--- config.mk ---
export PLATFORM = sky130hd
export DESIGN_NAME = mmucr_top
export DESIGN_NICKNAME = d
export VERILOG_FILES = /design/src/common/mmucr_pkg.sv /design/src/logic/mmucr_share_dec.sv /design/src/logic/mmucr_page_xlat.sv /design/src/logic/mmucr_top.sv
export SDC_FILE = /design/constraint.sdc
export NUM_CORES = 1
export LEC_CHECK = 0
export ABC_AREA = 1
export ABC_CLOCK_PERIOD_IN_PS = 7100
export BUFFER_PORTS_ARGS = -buffer_cell sky130_fd_sc_hd__buf_4
export CAP_MARGIN = 20
export CORE_MARGIN = 8
export CORE_UTILIZATION = 35
export CTS_CLUSTER_DIAMETER = 80
export DETAILED_ROUTE_END_ITERATION = 6
export SLEW_MARGIN = 5
export SYNTH_ARGS = -nofsm -noshare
export SYNTH_HDL_FRONTEND = slang
export SYNTH_SLANG_ARGS = --single-unit
--- constraint.sdc ---
create_clock -name i_core_clk -period 7.1 [get_ports i_core_clk]
set_clock_uncertainty 0.1 [all_clocks]
set_input_delay 1.42 -clock i_core_clk [delete_from_list [all_inputs] [get_ports i_core_clk]]
set_output_delay 1.42 -clock i_core_clk [all_outputs]
set_load 0.02 [all_outputs]
--- src/common/mmucr_pkg.sv ---
// Purpose: shared constants for the common-ram and page relocation unit
// Assumes: 8-bit register port inside the i/o block, 16-bit processor addresses
// Notes: register map and field layout of the memory manager extension registers
package mmucr_pkg;

  // register addresses in the i/o block
  localparam logic [15:0] MMUCR_ADDR_RAM_CFG = 16'hD506;
  localparam logic [15:0] MMUCR_ADDR_P0_LO = 16'hD507;
  localparam logic [15:0] MMUCR_ADDR_P0_HI = 16'hD508;
  localparam logic [15:0] MMUCR_ADDR_P1_LO = 16'hD509;
  localparam logic [15:0] MMUCR_ADDR_P1_HI = 16'hD50A;
  localparam logic [15:0] MMUCR_ADDR_VERSION = 16'hD50B;

  // ram_sharing_config fields and the pointer high byte bank bit
  localparam int MMUCR_SIZE_LSB = 0;
  localparam int MMUCR_REGION_LSB = 2;
  localparam int MMUCR_VBANK_BIT = 6;
  localparam int MMUCR_PTR_BANK_BIT = 0;

  // reset values
  localparam logic [1:0] MMUCR_SIZE_RST = 2'h0;
  localparam logic [1:0] MMUCR_REGION_RST = 2'h0;
  localparam logic MMUCR_VBANK_RST = 1'b0;
  localparam logic [7:0] MMUCR_PTR_RST = 8'h00;
  // committed page 1 target after reset: page 1 stays in place
  localparam logic [7:0] MMUCR_P1_PAGE_RST = 8'h01;

  // shared size codes, in 1K blocks
  localparam logic [1:0] MMUCR_SIZE_1K = 2'h0;
  localparam logic [1:0] MMUCR_SIZE_4K = 2'h1;
  localparam logic [1:0] MMUCR_SIZE_8K = 2'h2;
  localparam logic [1:0] MMUCR_SIZE_16K = 2'h3;

  // region select bits
  localparam int MMUCR_REGION_BOTTOM = 0;
  localparam int MMUCR_REGION_TOP = 1;

  // decode of the shared size into 1K blocks (6-bit address field)
  function automatic logic [6:0] mmucr_size_blocks(input logic [1:0] code);
    logic [6:0] n;
    n = 7'h01;
    unique case (code)
      MMUCR_SIZE_1K: n = 7'h01;
      MMUCR_SIZE_4K: n = 7'h04;
      MMUCR_SIZE_8K: n = 7'h08;
      MMUCR_SIZE_16K: n = 7'h10;
    endcase
    return n;
  endfunction : mmucr_size_blocks

endpackage : mmucr_pkg

--- src/logic/mmucr_share_dec.sv ---
// Purpose: decides whether a physical address lies in shared common ram
// Assumes: address given as its upper six bits (1K granules)
// Notes: purely combinational
`timescale 1ns/1ps
module mmucr_share_dec
  import mmucr_pkg::*;
(
  input wire logic [5:0] i_addr_k,   // address bits 15:10
  input wire logic [1:0] i_size,     // shared size code
  input wire logic [1:0] i_region,   // region select
  input wire logic i_legacy,         // legacy compatibility mode
  output logic o_hit,                // address is in common ram
  output logic o_bottom_en           // bottom region enabled
);
  logic [6:0] blocks;
  logic [6:0] addr_k;

  always_comb
  begin
    // size ignored in legacy mode: fall back to the smallest area
    blocks = i_legacy ? mmucr_size_blocks(MMUCR_SIZE_1K) : mmucr_size_blocks(i_size);
    addr_k = {1'b0, i_addr_k};
    o_bottom_en = i_region[MMUCR_REGION_BOTTOM];
    o_hit = (o_bottom_en && (addr_k < blocks)) ||
            (i_region[MMUCR_REGION_TOP] && (addr_k >= (7'h40 - blocks)));
  end
endmodule : mmucr_share_dec

--- src/logic/mmucr_page_xlat.sv ---
// Purpose: relocates and swaps processor pages zero and one
// Assumes: committed pointer bytes from the register block
// Notes: purely combinational
`timescale 1ns/1ps
module mmucr_page_xlat
(
  input wire logic [15:0] i_addr,    // processor address
  input wire logic i_is_ram,         // access targets ram
  input wire logic [7:0] i_p0_page,  // page 0 target page
  input wire logic [7:0] i_p1_page,  // page 1 target page
  input wire logic i_p0_bank,        // page 0 bank bit
  input wire logic i_p1_bank,        // page 1 bank bit
  output logic [7:0] o_page,         // translated address bits 15:8
  output logic o_pg01,               // original page is zero or one
  output logic o_bank_ovr,           // pointer bank bit applies
  output logic o_bank                // pointer bank value
);
  logic [7:0] page;

  always_comb
  begin
    page = i_addr[15:8];
    o_page = page;
    o_pg01 = (page == 8'h00) || (page == 8'h01);
    o_bank_ovr = 1'b0;
    o_bank = 1'b0;
    if (i_addr[15:1] == 15'h0000)
    begin
      // bytes 0 and 1 never move
      o_page = 8'h00;
    end
    else if (page == 8'h00)
    begin
      o_page = i_p0_page;
      o_bank_ovr = 1'b1;
      o_bank = i_p0_bank;
    end
    else if (page == 8'h01)
    begin
      o_page = i_p1_page;
      o_bank_ovr = 1'b1;
      o_bank = i_p1_bank;
    end
    else if (i_is_ram && (page == i_p0_page))
    begin
      // swap: target page lands on the original page zero
      o_page = 8'h00;
    end
    else if (i_is_ram && (page == i_p1_page))
    begin
      o_page = 8'h01;
    end
  end
endmodule : mmucr_page_xlat

--- src/logic/mmucr_top.sv ---
// Purpose: common ram sharing, page relocation and version registers
// Assumes: register port and access requests synchronous to i_core_clk
// Notes: translation results appear one cycle after the request
// What this block does
// - bits 1:0 of config at D506 set shared size 1K/4K/8K/16K.
// - size bits ignored in legacy mode; both reset to zero.
// - bits 3:2 pick shared region: none, bottom, top, both.
// - shared-region accesses go to bank 0 instead of bank 1.
// - region bits clear on reset, nothing shared.
// - shared access drives bank 0 strobe low, bank 1 strobe high.
// - config bits 5:4 have no function, reserved.
// - bit 6 picks video bank independently; bit 7 ignored.
// - four pointer bytes at D507..D50A: p0 low, p0 high, p1 low, p1 high.
// - high byte write only held; low byte write commits relocation to bits 15:8.
// - high byte bit 0 picks bank for that page; other bits ignored.
// - page 1 pointer works like page 0; pointer bytes reset to zero, committed page 1 target to 01.
// - addresses 0 and 1 always reach their own locations.
// - relocated target page is swapped back to the original page.
// - back translation only for ram, never rom or i/o.
// - video accesses are never back translated.
// - mapped rom still overrides ram, relocated or not.
// - pointer bank bit overrides config bank for pages zero and one, except addresses 0 and 1.
// - bottom common ram enabled ignores pointer banks, pages in common ram.
// - version register D50B: version in 3:0, 64K block count in 7:4.
// - config loading stays outside; these registers vanish when i/o is off.
`timescale 1ns/1ps
module mmucr_top
  import mmucr_pkg::*;
#(
  parameter logic [3:0] UNIT_VERSION = 4'h1,  // arbitrary value
  parameter logic [3:0] MEM_BLOCKS = 4'h2
)
(
  input wire logic i_core_clk,            // system clock
  input wire logic i_sys_rst,             // synchronous reset, active high
  input wire logic i_io_visible,          // i/o block mapped in
  input wire logic i_legacy_mode,         // legacy compatibility mode
  input wire logic [15:0] i_reg_addr,     // register port address
  input wire logic [7:0] i_reg_wdata,     // register write data
  input wire logic i_reg_wr,              // register write strobe
  input wire logic i_reg_rd,              // register read strobe
  output logic [7:0] o_reg_rdata,         // register read data
  output logic o_reg_rd_hit,              // read answered by this block
  input wire logic i_acc_valid,           // memory access request
  input wire logic [15:0] i_acc_addr,     // access address
  input wire logic i_acc_is_ram,          // access maps to ram
  input wire logic i_acc_video,           // access is a video cycle
  input wire logic i_cfg_bank,            // processor bank from config
  output logic o_acc_valid,               // translated access valid
  output logic [7:0] o_taddr_hi,          // translated address 15:8
  output logic o_bank0_strobe_n,          // bank 0 strobe enable, low active
  output logic o_bank1_strobe_n,          // bank 1 strobe enable, low active
  output logic o_video_bank               // video bank select
);
  import mmucr_pkg::*;

  logic [1:0] size_q;
  logic [1:0] region_q;
  logic vbank_q;
  logic [7:0] p0_lo_q;
  logic [7:0] p0_hi_q;
  logic [7:0] p1_lo_q;
  logic [7:0] p1_hi_q;
  logic [7:0] p0_page_q;
  logic [7:0] p1_page_q;
  logic p0_bank_q;
  logic p1_bank_q;
  logic wr_cfg;
  logic wr_p0_lo;
  logic wr_p0_hi;
  logic wr_p1_lo;
  logic wr_p1_hi;
  logic rd_sel;
  logic [7:0] rd_d;
  logic [7:0] x_page;
  logic x_pg01;
  logic x_ovr;
  logic x_bank;
  logic [7:0] t_page;
  logic share_hit;
  logic bottom_en;
  logic bank_d;
  logic use_bank0;

  // register decode, only while the i/o block is mapped in
  always_comb
  begin
    wr_cfg = i_reg_wr && i_io_visible && (i_reg_addr == MMUCR_ADDR_RAM_CFG);
    wr_p0_lo = i_reg_wr && i_io_visible && (i_reg_addr == MMUCR_ADDR_P0_LO);
    wr_p0_hi = i_reg_wr && i_io_visible && (i_reg_addr == MMUCR_ADDR_P0_HI);
    wr_p1_lo = i_reg_wr && i_io_visible && (i_reg_addr == MMUCR_ADDR_P1_LO);
    wr_p1_hi = i_reg_wr && i_io_visible && (i_reg_addr == MMUCR_ADDR_P1_HI);
    rd_sel = i_reg_rd && i_io_visible &&
             (i_reg_addr >= MMUCR_ADDR_RAM_CFG) && (i_reg_addr <= MMUCR_ADDR_VERSION);
  end

  // ram sharing config; bits 5:4 and 7 are not stored
  always_ff @(posedge i_core_clk)
  begin
    if (i_sys_rst)
    begin
      size_q <= MMUCR_SIZE_RST;
      region_q <= MMUCR_REGION_RST;
      vbank_q <= MMUCR_VBANK_RST;
    end
    else if (wr_cfg)
    begin
      size_q <= i_reg_wdata[MMUCR_SIZE_LSB +: 2];
      region_q <= i_reg_wdata[MMUCR_REGION_LSB +: 2];
      vbank_q <= i_reg_wdata[MMUCR_VBANK_BIT];
    end
  end

  // pointer bytes as written, for read back
  always_ff @(posedge i_core_clk)
  begin
    if (i_sys_rst)
    begin
      p0_lo_q <= MMUCR_PTR_RST;
      p0_hi_q <= MMUCR_PTR_RST;
      p1_lo_q <= MMUCR_PTR_RST;
      p1_hi_q <= MMUCR_PTR_RST;
    end
    else
    begin
      if (wr_p0_lo)
        p0_lo_q <= i_reg_wdata;
      if (wr_p0_hi)
        p0_hi_q <= i_reg_wdata;
      if (wr_p1_lo)
        p1_lo_q <= i_reg_wdata;
      if (wr_p1_hi)
        p1_hi_q <= i_reg_wdata;
    end
  end

  // committed relocation, taken on the low byte write
  always_ff @(posedge i_core_clk)
  begin
    if (i_sys_rst)
    begin
      p0_page_q <= MMUCR_PTR_RST;
      p1_page_q <= MMUCR_P1_PAGE_RST;
      p0_bank_q <= 1'b0;
      p1_bank_q <= 1'b0;
    end
    else
    begin
      if (wr_p0_lo)
      begin
        p0_page_q <= i_reg_wdata;
        p0_bank_q <= p0_hi_q[MMUCR_PTR_BANK_BIT];
      end
      if (wr_p1_lo)
      begin
        p1_page_q <= i_reg_wdata;
        p1_bank_q <= p1_hi_q[MMUCR_PTR_BANK_BIT];
      end
    end
  end

  // read mux
  always_comb
  begin
    rd_d = 8'h00;
    unique case (i_reg_addr)
      MMUCR_ADDR_RAM_CFG: rd_d = {1'b0, vbank_q, 2'h0, region_q, size_q};
      MMUCR_ADDR_P0_LO: rd_d = p0_lo_q;
      MMUCR_ADDR_P0_HI: rd_d = p0_hi_q;
      MMUCR_ADDR_P1_LO: rd_d = p1_lo_q;
      MMUCR_ADDR_P1_HI: rd_d = p1_hi_q;
      MMUCR_ADDR_VERSION: rd_d = {MEM_BLOCKS, UNIT_VERSION};
      default: rd_d = 8'h00;
    endcase
  end

  always_ff @(posedge i_core_clk)
  begin
    if (i_sys_rst)
    begin
      o_reg_rdata <= 8'h00;
      o_reg_rd_hit <= 1'b0;
    end
    else
    begin
      o_reg_rdata <= rd_sel ? rd_d : 8'h00;
      o_reg_rd_hit <= rd_sel;
    end
  end

  mmucr_page_xlat u_xlat
  (
    .i_addr(i_acc_addr),
    .i_is_ram(i_acc_is_ram),
    .i_p0_page(p0_page_q),
    .i_p1_page(p1_page_q),
    .i_p0_bank(p0_bank_q),
    .i_p1_bank(p1_bank_q),
    .o_page(x_page),
    .o_pg01(x_pg01),
    .o_bank_ovr(x_ovr),
    .o_bank(x_bank)
  );

  // video cycles pass untranslated
  always_comb
  begin
    t_page = i_acc_video ? i_acc_addr[15:8] : x_page;
  end

  mmucr_share_dec u_share
  (
    .i_addr_k(t_page[7:2]),
    .i_size(size_q),
    .i_region(region_q),
    .i_legacy(i_legacy_mode),
    .o_hit(share_hit),
    .o_bottom_en(bottom_en)
  );

  // bank choice: common ram, then video bank, then pointer bank, then config bank
  always_comb
  begin
    use_bank0 = share_hit ||
                (!i_acc_video && bottom_en && x_pg01);
    if (use_bank0)
      bank_d = 1'b0;
    else if (i_acc_video)
      bank_d = vbank_q;
    else if (x_ovr)
      bank_d = x_bank;
    else
      bank_d = i_cfg_bank;
  end

  // translated access, one cycle later; rom and i/o raise no strobe
  always_ff @(posedge i_core_clk)
  begin
    if (i_sys_rst)
    begin
      o_acc_valid <= 1'b0;
      o_taddr_hi <= 8'h00;
      o_bank0_strobe_n <= 1'b1;
      o_bank1_strobe_n <= 1'b1;
    end
    else
    begin
      o_acc_valid <= i_acc_valid;
      o_taddr_hi <= t_page;
      o_bank0_strobe_n <= !(i_acc_valid && i_acc_is_ram && !bank_d);
      o_bank1_strobe_n <= !(i_acc_valid && i_acc_is_ram && bank_d);
    end
  end

  always_ff @(posedge i_core_clk)
  begin
    if (i_sys_rst)
      o_video_bank <= MMUCR_VBANK_RST;
    else
      o_video_bank <= vbank_q;
  end

  cfg_reset_a: assert property (@(posedge i_core_clk)
    i_sys_rst |=> (size_q == 2'h0) && (region_q == 2'h0) && !vbank_q)
    else $error("config not cleared by reset");

  ptr_reset_a: assert property (@(posedge i_core_clk)
    i_sys_rst |=> (p0_lo_q == 8'h00) && (p0_hi_q == 8'h00) && (p1_lo_q == 8'h00) &&
    (p1_hi_q == 8'h00) && (p0_page_q == 8'h00) && (p1_page_q == MMUCR_P1_PAGE_RST))
    else $error("pointer bytes not cleared by reset");

  cfg_store_a: assert property (@(posedge i_core_clk) disable iff (i_sys_rst)
    wr_cfg |=> (size_q == $past(i_reg_wdata[1:0])) && (region_q == $past(i_reg_wdata[3:2])) &&
    (vbank_q == $past(i_reg_wdata[MMUCR_VBANK_BIT])))
    else $error("config write not stored");

  video_out_a: assert property (@(posedge i_core_clk) disable iff (i_sys_rst)
    wr_cfg |-> ##2 (o_video_bank == $past(i_reg_wdata[MMUCR_VBANK_BIT], 2)))
    else $error("video bank output does not follow config");

  rd_miss_a: assert property (@(posedge i_core_clk) disable iff (i_sys_rst)
    (i_reg_rd && (!i_io_visible || (i_reg_addr < MMUCR_ADDR_RAM_CFG) ||
    (i_reg_addr > MMUCR_ADDR_VERSION))) |=> (!o_reg_rd_hit && (o_reg_rdata == 8'h00)))
    else $error("read outside the register window answered");

  share_strobe_a: assert property (@(posedge i_core_clk) disable iff (i_sys_rst)
    (i_acc_valid && i_acc_is_ram && share_hit) |=> (!o_bank0_strobe_n && o_bank1_strobe_n))
    else $error("shared access not steered to bank 0");

  high_hold_a: assert property (@(posedge i_core_clk) disable iff (i_sys_rst)
    (wr_p0_hi && !wr_p0_lo) |=> $stable(p0_page_q) && $stable(p0_bank_q))
    else $error("high byte write changed relocation");

  low_commit_a: assert property (@(posedge i_core_clk) disable iff (i_sys_rst)
    wr_p1_lo |=> (p1_page_q == $past(i_reg_wdata)) && (p1_bank_q == $past(p1_hi_q[0])))
    else $error("low byte write did not commit");

  abs_addr_a: assert property (@(posedge i_core_clk) disable iff (i_sys_rst)
    (i_acc_valid && (i_acc_addr[15:1] == 15'h0000)) |=> (o_taddr_hi == 8'h00))
    else $error("absolute byte 0 or 1 moved");

  rom_strobe_a: assert property (@(posedge i_core_clk) disable iff (i_sys_rst)
    (i_acc_valid && !i_acc_is_ram) |=> (o_bank0_strobe_n && o_bank1_strobe_n && o_acc_valid))
    else $error("rom access raised a ram strobe");

  idle_strobe_a: assert property (@(posedge i_core_clk) disable iff (i_sys_rst)
    !i_acc_valid |=> (o_bank0_strobe_n && o_bank1_strobe_n && !o_acc_valid))
    else $error("idle cycle raised a ram strobe");

  rom_swap_a: assert property (@(posedge i_core_clk) disable iff (i_sys_rst)
    (i_acc_valid && !i_acc_is_ram && (i_acc_addr[15:9] != 7'h00)) |=>
    (o_taddr_hi == $past(i_acc_addr[15:8])))
    else $error("rom or i/o access back translated");

  page0_move_a: assert property (@(posedge i_core_clk) disable iff (i_sys_rst)
    (i_acc_valid && i_acc_is_ram && !i_acc_video && !region_q[MMUCR_REGION_BOTTOM] &&
    !share_hit && (i_acc_addr[15:8] == 8'h00) && (i_acc_addr[7:1] != 7'h00)) |=>
    ((o_taddr_hi == $past(p0_page_q)) && (o_bank1_strobe_n == !$past(p0_bank_q))))
    else $error("page zero access not relocated");

  page1_move_a: assert property (@(posedge i_core_clk) disable iff (i_sys_rst)
    (i_acc_valid && i_acc_is_ram && !i_acc_video && !region_q[MMUCR_REGION_BOTTOM] &&
    !share_hit && (i_acc_addr[15:8] == 8'h01)) |=>
    ((o_taddr_hi == $past(p1_page_q)) && (o_bank1_strobe_n == !$past(p1_bank_q))))
    else $error("page one access not relocated");

  legacy_size_a: assert property (@(posedge i_core_clk) disable iff (i_sys_rst)
    (i_legacy_mode && (t_page[7:2] >= 6'h01) && (t_page[7:2] < 6'h3F)) |-> !share_hit)
    else $error("shared size used in legacy mode");

  video_bank_a: assert property (@(posedge i_core_clk) disable iff (i_sys_rst)
    (i_acc_valid && i_acc_video && i_acc_is_ram && !share_hit) |=>
    ((o_taddr_hi == $past(i_acc_addr[15:8])) && (o_bank1_strobe_n == !$past(vbank_q))))
    else $error("video access translated or misbanked");

  bottom_pg_a: assert property (@(posedge i_core_clk) disable iff (i_sys_rst)
    (i_acc_valid && i_acc_is_ram && !i_acc_video && region_q[0] &&
    (i_acc_addr[15:9] == 7'h00)) |=> !o_bank0_strobe_n)
    else $error("page 0/1 left common ram");

  version_rd_a: assert property (@(posedge i_core_clk) disable iff (i_sys_rst)
    (i_reg_rd && i_io_visible && (i_reg_addr == MMUCR_ADDR_VERSION)) |=>
    (o_reg_rd_hit && (o_reg_rdata == {MEM_BLOCKS, UNIT_VERSION})))
    else $error("version register read wrong");

  ptr_rd_a: assert property (@(posedge i_core_clk) disable iff (i_sys_rst)
    (i_reg_rd && i_io_visible && (i_reg_addr == MMUCR_ADDR_P0_HI)) |=>
    (o_reg_rdata == $past(p0_hi_q)))
    else $error("pointer high byte read back wrong");

  swap_back_a: assert property (@(posedge i_core_clk) disable iff (i_sys_rst)
    (i_acc_valid && i_acc_is_ram && !i_acc_video && (i_acc_addr[15:8] == p0_page_q) &&
    (p0_page_q > 8'h01)) |=> (o_taddr_hi == 8'h00))
    else $error("target page not swapped back");

endmodule : mmucr_top

==> qor.yml, run 1 <==
outcome:
  run_status: "complete, no violations"
clock_tree:
  clk_latency_ns: 0.35
  cts_stage_hold_buffer_count: 0
  ctsHtreeMaxLevel: 3
  numClockSinks: 61
  post-cts-setup-buffer-count: 0
  cts-resized-gates: 0
  ctsRootBufferMaster: "clkbuf_8"
  path_clk_slew_ns: 0.07
  tritoncts: "built"
  cts_made_buffers: 9
  max-clock-path-buffers: 2
setup_path:
  worst-path-max-fanout: 8
  arrival_time_at_the_worst_endpoint_ns: 3.86
  critPathKind: "input port to flop"
  worst-r2r-cell-count: 19
  cp.required_ns: 7.22
  crit_path_start_kind: "input port"
  critPathCaptureType: "flop"
floorplan:
  vertical_extent_of_the_die_um: 114
  floorplan.initialDensity_pct: 36.2
  ioPinCount: 71
  core-area_um2: 9280
  fp-row-count: 35
  chipWidth_um: 114
  die_area_um2: 13000
cells_and_area:
  seqCellArea_um2: 1220
  area.growth.synth_to_final_pct: 24.4
  antenna_cells: 0
  layout_cells_sized_above_1_pct: 18.0
  multi_input_comb_area_um2: 1780
  fillCellCount: 997
  num-nets-final: 632
pwr:
  seq_power_share_pct: 48.2
  clock_power_share_pct: 39.7
  sw_frac_of_total_pct: 27.7
  combinationalPowerShare_pct: 12.2
  vdd_ir_drop_max_v: 0.0000896
  intPower_mw: 0.520
  total_leakage_power_nw: 1.90
  power.density_nw_per_um2: 172
  p_sw_mw: 0.199
sta:
  max_freq_ghz: 0.268
  setup-tns-final_ns: 0
  finalWorstSetupSlack_ns: 3.36
  max_slew_margin_pct: 50.0
  period_minus_slack_ns: 3.74
  final_hold_viol_count: 0
  worst_hold_slack_ns: 0.368
  worst_pin_slew_ns: 0.742
  grt_setup_unrepaired: "no"
  final.period_utilization_pct: 52.6
  setup_violations: 0
  timing.final.max_slew_violations: 0
detailed_routing:
  route.detailed.wl_per_inst_um: 15.0
  route.detailed.vias_per_inst: 5.03
  detail-route-antenna-nets: 0
  detailedRoute.firstIterationViolations: 150
  wl_met1_um: 4810
  routed.top_layer: "met4"
  remaining_drc_errors: 0
  routed_wirelength_um: 10600
  vias: 3560
  met3WireLength_um: 645
  drt_pass1_iterations: 4
  met2WireLength_um: 4970
placement:
  dp_hpwl_um: 8590
  pre_cts_slack_ns: 2.99
  place.gp.congestion: 0.881
  place.port_buffers: 69
yosys:
  post_synth_most_frequent_cells: "nand2_1 (98), inv_1 (81), nor2_1 (68)"
  yosys_register_bits: 61
  yosys.area.top_type_share_pct: 36.3
  synth.top_cells.by_area: "dfxtp_1 (36%), nand2_1 (11%), inv_1 (9.0%)"
  synth.largest_area_cell: "dfxtp_1"
  async_flop_share_pct: 0
  synthesis.instances: 504
  synth_edf_count: 0
  post-synth-top-count-cell: "nand2_1"
  synth_area_um2: 3360
  synth_ff_type: "dfxtp_1"
  syn-mean-instance-area_um2: 6.67
  ys.warnings.count: 0
  synth-seq-area-share_pct: 36.3
  synth_cell_types: 34
global_route:
  antenna_violations_before_repair: 0
  grt_pass1_wl_um: 17300
  grtUsageTotal_pct: 16.8
  grt_pass1_vias: 3513
  grt_max_degree: 42
  globalRoute.totalOverflow: 0
job:
  drv_cap: 0
min_path:
  hold_path_class: "flop to flop"
  timing.hold.worst_path_depth: 2
-- worst max-delay path, stage by stage --
cell and delay, ns:
buf_4 0.13, inv_1 0.13, nand4_1 0.18, nor3_4 0.33, nand2_2 0.21, inv_2 0.14, a21oi_1 0.07, a22oi_1 0.22
ha_1 0.27, o21ai_0 0.15, nand2_1 0.09, o2111ai_1 0.19, inv_1 0.06, nand2_1 0.06, nand2_1 0.04, nand2_1 0.07
nand4_1 0.09
-- logic make-up after synthesis --
| logic type | count (synthesis) | share of synthesized area, % |
|---|---|---|
| adder cells (fa/ha/maj) | 8 | 2.98 |
| XOR/XNOR | 3 | 0.782 |
| AO/OA/AOI/OAI | 113 | 20.5 |
| other | 1 | 0.112 |
| AND/OR/NAND/NOR | 223 | 28.5 |
| flip-flops | 61 | 36.3 |
| buffers and inverters | 95 | 10.8 |
-- power by group through the flow --
stage | clock, mW | combinational [mW] | sequential, mW
floorplan | 0 | 0.0391 | 0.359
global placement | 0 | 0.0866 | 0.354
detailed placement | 0 | 0.0875 | 0.354
CTS | 0.293 | 0.0876 | 0.346
global route | 0.306 | 0.0973 | 0.346
finish | 0.285 | 0.0874 | 0.346
-- worst paths after layout --
check	startpoint	to	slack, ns
hold reg to reg	p1_lo_q[0]	p1_lo_q[0]	0.37
setup reg to reg	p0_page_q[5]	o_bank1_strobe_n	4.28
setup / recovery	i_acc_addr[14]	o_bank1_strobe_n	3.36
hold / removal	p1_lo_q[0]	p1_lo_q[0]	0.37
-- final cells by class --
type / instances / area share (%)
Clock buffer: 10 / 3.29
Multi-Input combinational cell: 349 / 42.6
Tap cell: 129 / 3.86
Sequential cell: 61 / 29.2
Inverter: 84 / 7.54
Clock inverter: 6 / 1.11
Timing Repair Buffer: 69 / 12.4
-- layer usage --
layer | up-vias | track usage, %
met5 | - | 0
met4 | 0 | 6.83
met3 | 13 | 3.33
met2 | 105 | 28.2
met1 | 1639 | 20.5
li1 | 1803 | -
-- metrics by stage --
step / cells / total power [mW] / area, µm² / utilization (%)
after global routing: 708 / 0.750 / 4180 / 45.0
final: 708 / 0.719 / 4180 / 45.0
after floorplan: 505 / 0.398 / 3370 / -
after detailed placement: 692 / 0.442 / 4000 / 43.1
after CTS: 708 / 0.727 / 4180 / 45.0
after global placement: 692 / 0.441 / 4000 / 43.1
-- layout by cell type (no fill, tap or decap), types with 2 or more instances in the layout --
| cell type | instances |
|---|---|
| ha_1 | 8 |
| inv_2 | 3 |
| o211ai_1 | 7 |
| conb_1 | 2 |
| nand2_1 | 98 |
| inv_1 | 81 |
| or2_2 | 2 |
| clkbuf_8 | 10 |
| a31oi_1 | 2 |
| nand2_2 | 5 |
| a21oi_1 | 37 |
| clkinvlp_4 | 2 |
| a22oi_1 | 2 |
| nand3_1 | 26 |
| nor2_1 | 68 |
| o22ai_1 | 8 |
| o21ai_0 | 24 |
| o221ai_1 | 4 |
| a211oi_1 | 26 |
| nand4_1 | 5 |
| clkinv_4 | 2 |
| nor3_1 | 8 |
| nor2_2 | 5 |
| xor2_1 | 2 |
| buf_4 | 69 |
| dfxtp_1 | 61 |
-- state kept, by name (all words and copies together), names as in the netlist --
signal	count
p1_hi_q	8
o_bank1_strobe_n	1
p0_hi_q	8
o_reg_rd_hit	1
vbank_q	1
p1_page_q	1
o_taddr_hi	8
p0_bank_q	1
o_bank0_strobe_n	1
p1_lo_q	8
o_reg_rdata	8
p1_bank_q	1
size_q	2
o_video_bank	1
p0_page_q	8
region_q	2
o_acc_valid	1
Note: power is estimated with default switching activity, not from simulation.
==> run 2: changes to the inputs <==
--- a/config.mk
+++ b/config.mk
@@ -5,8 +5,8 @@
 export SDC_FILE = /design/constraint.sdc
 export NUM_CORES = 1
 export LEC_CHECK = 0
-export ABC_AREA = 1
-export ABC_CLOCK_PERIOD_IN_PS = 7100
+export ABC_AREA = 0
+export ABC_CLOCK_PERIOD_IN_PS = 3000
 export BUFFER_PORTS_ARGS = -buffer_cell sky130_fd_sc_hd__buf_4
 export CAP_MARGIN = 20
 export CORE_MARGIN = 8
==> constraint.sdc (replaced) <==
create_clock -name i_core_clk -period 3 [get_ports i_core_clk]
set_clock_uncertainty 0.1 [all_clocks]
set_input_delay 0.6 -clock i_core_clk [delete_from_list [all_inputs] [get_ports i_core_clk]]
set_output_delay 0.6 -clock i_core_clk [all_outputs]
set_load 0.02 [all_outputs]
==> qor.yml, run 2 <==
outcome:
  run_status: "finished, violations left"  # was complete, no violations
  violations: "negative setup slack"
yosys:
  synthesis.instances: 356  # was 504
  synth-seq-area-share_pct: 38.7  # was 36.3%
  post_synth_most_frequent_cells: "dfxtp_1 (61), nor2_1 (57), mux2i_1 (45)"  # was nand2_1 (98), inv_1 (81), nor2_1 (68)
  yosys.area.top_type_share_pct: 38.7  # was 36.3%
  synth_area_um2: 3150  # was 3360 µm²
  synth_ff_type: "dfxtp_1"  # unchanged
  synth.largest_area_cell: "dfxtp_1"  # unchanged
  synth_cell_types: 51  # was 34
  synth_edf_count: 0  # unchanged
  syn-mean-instance-area_um2: 8.85  # was 6.67 µm²
  synth.top_cells.by_area: "dfxtp_1 (39%), mux2i_1 (14%), nor2_1 (6.8%)"  # was dfxtp_1 (36%), nand2_1 (11%), inv_1 (9.0%)
  async_flop_share_pct: 0  # unchanged
  post-synth-top-count-cell: "dfxtp_1"  # was nand2_1
  yosys_register_bits: 61  # unchanged
  ys.warnings.count: 0  # unchanged
setup_path:
  crit_buf_inv: 1  # was 4
  critPathKind: "input port to flop"  # unchanged
  source_of_the_critical_timing_path: "i_acc_addr[14]"  # unchanged
  critPathCaptureType: "flop"  # unchanged
  cp.required_ns: 3.13  # was 7.22 ns
  arrival_time_at_the_worst_endpoint_ns: 3.65  # was 3.86 ns
  critical_path.top_delay_family: "simple AND/OR/NAND/NOR gates"  # unchanged
  crit_path_max_cell_delay_ns: 0.53  # was 0.33 ns
  worstPathCellList: "buf_6, or4_4, or4_4, or3_4, nor2_4, a21oi_2, ha_1, nand2b_4, a21oi_4, maj3_2, nor2_4, a2111oi_4, nand3_2, o22a_1"  # was buf_4, inv_1, nand4_1, nor3_4, nand2_2, inv_2, a21oi_1, a22oi_1, ha_1, o21ai_0, nand2_1, o2111ai_1, inv_1, nand2_1, nand2_1, nand2_1, nand4_1
  worst-path-max-fanout: 3  # was 8
  cpMaxStageDelayCell: "or4_4"  # was nor3_4
  r2r-start: "p0_page_q[2]"  # was p0_page_q[5]
  crit_path_start_kind: "input port"  # unchanged
floorplan:
  chipWidth_um: 111  # was 114 µm
  ioPinCount: 71  # unchanged
  vertical_extent_of_the_die_um: 111  # was 114 µm
  die_area_um2: 12300  # was 13000 µm²
  fp-row-count: 34  # was 35
  floorplan.initialDensity_pct: 36.1  # was 36.2%
  core-area_um2: 8720  # was 9280 µm²
pwr:
  vdd_ir_drop_max_v: 0.000234  # was 0.0000896 V
  clock_power_share_pct: 42.7  # was 39.7%
  seq_power_share_pct: 45.8  # was 48.2%
  design_power_total_mw: 1.79  # was 0.719 mW
  power.density_nw_per_um2: 396  # was 172 nW/µm²
  combinationalPowerShare_pct: 11.5  # was 12.2%
  p_sw_mw: 0.452  # was 0.199 mW
  sw_frac_of_total_pct: 25.3  # was 27.7%
  intPower_mw: 1.34  # was 0.520 mW
  total_leakage_power_nw: 1.89  # was 1.90 nW
cells_and_area:
  final_common_cell: "buf_4"  # was nand2_1
  post_layout_nonfiller_instances: 591  # was 708
  num-nets-final: 536  # was 632
  final_cell_mix: "buf_4 (126), dfxtp_1 (61), nor2_1 (55)"  # was nand2_1 (98), inv_1 (81), buf_4 (69)
  layout_cells_sized_above_1_pct: 34.6  # was 18.0%
  fin_util_pct: 51.7  # was 45.0%
  final_instance_area_um2: 4510  # was 4180 µm²
  antenna_cells: 0  # unchanged
  area.growth.synth_to_final_pct: 43.1  # was 24.4%
clock_tree:
  max-clock-path-buffers: 2  # unchanged
  path_clk_slew_ns: 0.08  # was 0.07 ns
  cts_stage_hold_buffer_count: 0  # unchanged
  tritoncts: "built"  # unchanged
  cts_made_buffers: 9  # unchanged
  numClockSinks: 61  # unchanged
  ctsHtreeMaxLevel: 3  # unchanged
  ctsRootBufferMaster: "clkbuf_8"  # unchanged
  clk_latency_ns: 0.34  # was 0.35 ns
detailed_routing:
  drt_pass1_iterations: 5  # was 4
  vias: 3072  # was 3560
  remaining_drc_errors: 0  # unchanged
  detail-route-antenna-nets: 0  # unchanged
  routed_wirelength_um: 9980  # was 10600 µm
  route.detailed.wl_per_inst_um: 16.9  # was 15.0 µm
  route.detailed.vias_per_inst: 5.20  # was 5.03
  detailedRoute.firstIterationViolations: 210  # was 150
placement:
  post_place_cells: 572  # was 692
  place.gp.congestion: 0.975  # was 0.881
  place_area_um2: 4210  # was 4000 µm²
  dp_hpwl_um: 7780  # was 8590 µm
  pre_cts_slack_ns: -0.899  # was 2.99 ns
  place.port_buffers: 69  # unchanged
global_route:
  grtUsageTotal_pct: 16.2  # was 16.8%
  grt_pass1_vias: 3191  # was 3513
  grt_pass1_wl_um: 16300  # was 17300 µm
  globalRoute.totalOverflow: 0  # unchanged
  antenna_violations_before_repair: 0  # unchanged
  grt_max_degree: 52  # was 42
sta:
  worst_hold_slack_ns: 0.364  # was 0.368 ns
  period_minus_slack_ns: 3.52
  final_hold_viol_count: 0  # unchanged
  max_slew_margin_pct: 62.5  # was 50.0%
  worst_pin_slew_ns: 0.562  # was 0.742 ns
  setup-tns-final_ns: -1.01  # was 0 ns
  finalWorstSetupSlack_ns: -0.522  # was 3.36 ns
  grt_setup_unrepaired: "yes"  # was no
  timing.final.max_slew_violations: 0  # unchanged
  max_freq_ghz: 0.284
  setup_violations: 2  # was 0
  final.period_utilization_pct: 117
min_path:
  hold_path_class: "flop to flop"  # unchanged
  hold_sp: "p1_hi_q[7]"  # was p1_lo_q[0]
job:
  drv_cap: 0  # unchanged
==> run 2: kinds of logic after synthesis <==
| logic type | count (synthesis) | synth area share, % |
|---|---|---|
| xor gates and xnor gates | 17 | 4.72 |
| muxes | 47 | 15.0 |
| other | 1 | 0.119 |
| buffers and inverters | 30 | 3.73 |
| adders and majority gates | 9 | 3.49 |
| and+or+nand+nor | 130 | 20.5 |
| AOI/OAI and AO/OA | 61 | 13.7 |
| DFF | 61 | 38.7 |
==> run 2: power groups by stage <==
stage | combinational [mW] | sequential [mW] | clock (mW)
floorplan | 0.0679 | 0.847 | 0
global placement | 0.195 | 0.837 | 0
detailed placement | 0.197 | 0.838 | 0
CTS | 0.204 | 0.819 | 0.779
global route | 0.221 | 0.819 | 0.823
finish | 0.205 | 0.818 | 0.763
==> run 2: tightest hold or removal path, delay by kind of cell, from the launching register on <==
family,cells,cell delay (ns)
AO/OA/AOI/OAI,1,0.06
AND/OR/NAND/NOR,1,0.05
flip-flops,1,0.31
==> run 2: timing repair <==
action,CTS,global route
hold endpoints to repair,0,0
pin swaps,2,2
setup endpoints to repair,2,2
buffers inserted,2,1
gates cloned,0,0
resized for setup,14,4
==> run 2: final timing paths <==
| path | end | slack, ns | depth (start not counted) |
|---|---|---|---|
| worst max register to register | o_bank1_strobe_n | -0.18 | 14 |
| worst max-delay path | o_bank1_strobe_n | -0.52 | 14 |
| worst min register to register | o_reg_rdata[7] | 0.36 | 2 |
| worst min-delay path | o_reg_rdata[7] | 0.36 | 2 |
==> run 2: final cells by class <==
| cell class | instances | area (µm²) |
|---|---|---|
| multi-input combinational | 266 | 1910 |
| tap | 108 | 135 |
| fill | 855 | 4210 |
| timing repair buffer | 130 | 1000 |
| clock buffer | 10 | 138 |
| clock inverter | 6 | 68.8 |
| sequential | 61 | 1220 |
| inverter | 10 | 37.5 |
==> run 2: metal layers <==
layer	track usage (%)	share of wire, %	vias up
li1	-	-	1516
met1	19.4	45	1433
met2	26.7	48	108
met3	4.06	5.8	15
met4	6.85	2.0	0
met5	0	0	-
==> run 3: changes to the inputs <==
--- a/config.mk
+++ b/config.mk
@@ -9,10 +9,10 @@
 export ABC_CLOCK_PERIOD_IN_PS = 3000
 export BUFFER_PORTS_ARGS = -buffer_cell sky130_fd_sc_hd__buf_4
 export CAP_MARGIN = 20
-export CORE_MARGIN = 8
 export CORE_UTILIZATION = 35
 export CTS_CLUSTER_DIAMETER = 80
 export DETAILED_ROUTE_END_ITERATION = 6
+export RECOVER_POWER = 100
 export SLEW_MARGIN = 5
 export SYNTH_ARGS = -nofsm -noshare
 export SYNTH_HDL_FRONTEND = slang
==> qor.yml, run 3 (same netlist as run 2, synthesis figures left out) <==
sta:
  worst_hold_slack_ns: 0.369  # was 0.364 ns
  final_hold_viol_count: 0  # unchanged
  timing.final.max_slew_violations: 0  # unchanged
  setup-tns-final_ns: -1.02  # was -1.01 ns
  finalWorstSetupSlack_ns: -0.521  # was -0.522 ns
  setup_violations: 2  # unchanged
  max_freq_ghz: 0.284  # about the same
  final.period_utilization_pct: 117  # about the same
  max_slew_margin_pct: 24.6  # was 62.5%
  period_minus_slack_ns: 3.52  # about the same
  worst_pin_slew_ns: 1.13  # was 0.562 ns
  grt_setup_unrepaired: "yes"  # unchanged
placement:
  place.port_buffers: 69  # unchanged
  dp_hpwl_um: 7280  # was 7780 µm
  place.gp.congestion: 0.949  # was 0.975
setup_path:
  worst-path-max-fanout: 3  # unchanged
  cpMaxStageDelayCell: "or4_4"  # unchanged
  crit_path_start_kind: "input port"  # unchanged
  arrival_time_at_the_worst_endpoint_ns: 3.65  # about the same
  critical_path.top_delay_family: "simple AND/OR/NAND/NOR gates"  # unchanged
  critPathKind: "input port to flop"  # unchanged
  critPathCaptureType: "flop"  # unchanged
  crit_path_max_cell_delay_ns: 0.52  # was 0.53 ns
  crit_buf_inv: 1  # unchanged
  worstPathCellList: "buf_6, or4_4, or4_4, or3_4, nor2_4, a21oi_2, ha_1, nand2b_4, a21oi_4, maj3_2, nor2_4, a2111oi_4, nand3_2, o22a_1"  # unchanged
  cp.required_ns: 3.13  # about the same
floorplan:
  core-area_um2: 8720  # unchanged
  die_area_um2: 9390  # was 12300 µm²
  ioPinCount: 71  # unchanged
  floorplan.initialDensity_pct: 36.1  # unchanged
  fp-row-count: 34  # unchanged
  vertical_extent_of_the_die_um: 96.9  # was 111 µm
  chipWidth_um: 96.9  # was 111 µm
cells_and_area:
  area.growth.synth_to_final_pct: 43.7  # was 43.1%
  final_common_cell: "buf_4"  # unchanged
  final_cell_mix: "buf_4 (100), dfxtp_1 (61), nor2_1 (54)"  # was buf_4 (126), dfxtp_1 (61), nor2_1 (55)
  layout_cells_sized_above_1_pct: 30.6  # was 34.6%
  num-nets-final: 546  # was 536
  fillCellCount: 834  # was 855
  antenna_cells: 0  # unchanged
detailed_routing:
  detailedRoute.firstIterationViolations: 121  # was 210
  route.detailed.wl_per_inst_um: 15.9  # was 16.9 µm
  vias: 3120  # was 3072
  remaining_drc_errors: 0  # unchanged
  routed_wirelength_um: 9560  # was 9980 µm
  route.detailed.vias_per_inst: 5.19  # was 5.20
  drt_pass1_iterations: 5  # unchanged
  detail-route-antenna-nets: 0  # unchanged
clock_tree:
  path_clk_slew_ns: 0.08  # about the same
  max-clock-path-buffers: 2  # unchanged
  tritoncts: "built"  # unchanged
  ctsHtreeMaxLevel: 3  # unchanged
  ctsRootBufferMaster: "clkbuf_8"  # unchanged
  clk_latency_ns: 0.34  # about the same
  numClockSinks: 61  # unchanged
  cts_made_buffers: 9  # unchanged
outcome:
  run_status: "finished, violations left"  # unchanged
  violations: "negative setup slack"  # unchanged
job:
  drv_cap: 0  # unchanged
pwr:
  vdd_ir_drop_max_v: 0.000270  # was 0.000234 V
  power.density_nw_per_um2: 414  # was 396 nW/µm²
  total_leakage_power_nw: 1.85  # was 1.89 nW
  design_power_total_mw: 1.88  # was 1.79 mW
min_path:
  hold_path_class: "flop to flop"  # unchanged
global_route:
  grt_pass1_wl_um: 15800  # was 16300 µm
  grtUsageTotal_pct: 21.2  # was 16.2%
  globalRoute.totalOverflow: 0  # unchanged
  antenna_violations_before_repair: 0  # unchanged
  grt_max_degree: 52  # unchanged
  grt_pass1_vias: 3163  # was 3191
run 3: cell types whose count changed in the layout (fill, tap and decap cells not counted), moves of 2 or more:
| cell | previous run | this run |
|---|---|---|
| and2_0 | 1 | 4 |
| clkbuf_4 | 0 | 3 |
| clkbuf_2 | 0 | 2 |
| buf_6 | 3 | 10 |
| clkbuf_1 | 0 | 24 |
| and2_1 | 4 | 1 |
| buf_4 | 126 | 100 |
run 3: report_power, final:
group	internal, mW	switching (mW)	leakage, nW	total [mW]
Sequential	0.817	0.00187	0.494	0.819
Combinational	0.106	0.101	1.24	0.207
Clock	0.497	0.353	0.113	0.850
run 3: metal layers:
layer | routed length [µm] | share of wire [%] | global-route usage [%]
met5 | 0 | 0 | 0
met4 | 85 | 0.89 | 5.28
met3 | 422 | 4.4 | 4.77
met2 | 4780 | 50 | 38.0
met1 | 4270 | 45 | 25.5
run 3: repair_timing:
| item | CTS | global route |
|---|---|---|
| resized for setup | 24 | 3 |
| buffers inserted | 11 | 1 |
| setup endpoints to repair | 2 | 3 |
| pin swaps | 3 | 0 |
| hold buffers | 0 | 0 |
run 3: worst paths after layout:
check                                    start               end  slack [ns]  depth (start not counted)
worst max register to register      p1_lo_q[3]  o_bank1_strobe_n       -0.21                         14
worst min-delay path                p1_hi_q[4]    o_reg_rdata[4]        0.37                          2
worst min register to register      p1_hi_q[4]    o_reg_rdata[4]        0.37                          2
worst max-delay path            i_acc_addr[14]  o_bank1_strobe_n       -0.52                         14
run 3: metrics by stage:
stage                     setup slack, ns  cells  cell area [µm²]  util (%)
after floorplan                    -0.804    357             3180         -
after global placement             -0.874    577             4240      48.7
after detailed placement           -0.898    577             4240      48.7
after CTS                          -0.483    604             4660      53.4
after global routing               -0.619    601             4530      52.0
final                              -0.521    601             4530      52.0
run 3: cell type report:
type,count,area (µm²),area share [%]
Clock buffer,10,138,3.04
Timing Repair Buffer,140,1010,22.2
Clock inverter,6,93.8,2.07
Sequential cell,61,1220,27.0
Multi-Input combinational cell,266,1900,41.9
Tap cell,108,135,2.98
Inverter,10,37.5,0.828
run 3: worst register-to-register path: cells and delay by family (launching register included):
kind / cells / cell delay, ns
xor+xnor: 1 / 0.16
compound gates: 4 / 0.81
fa+ha+maj: 2 / 0.54
flops: 1 / 0.34
simple gates: 7 / 1.16
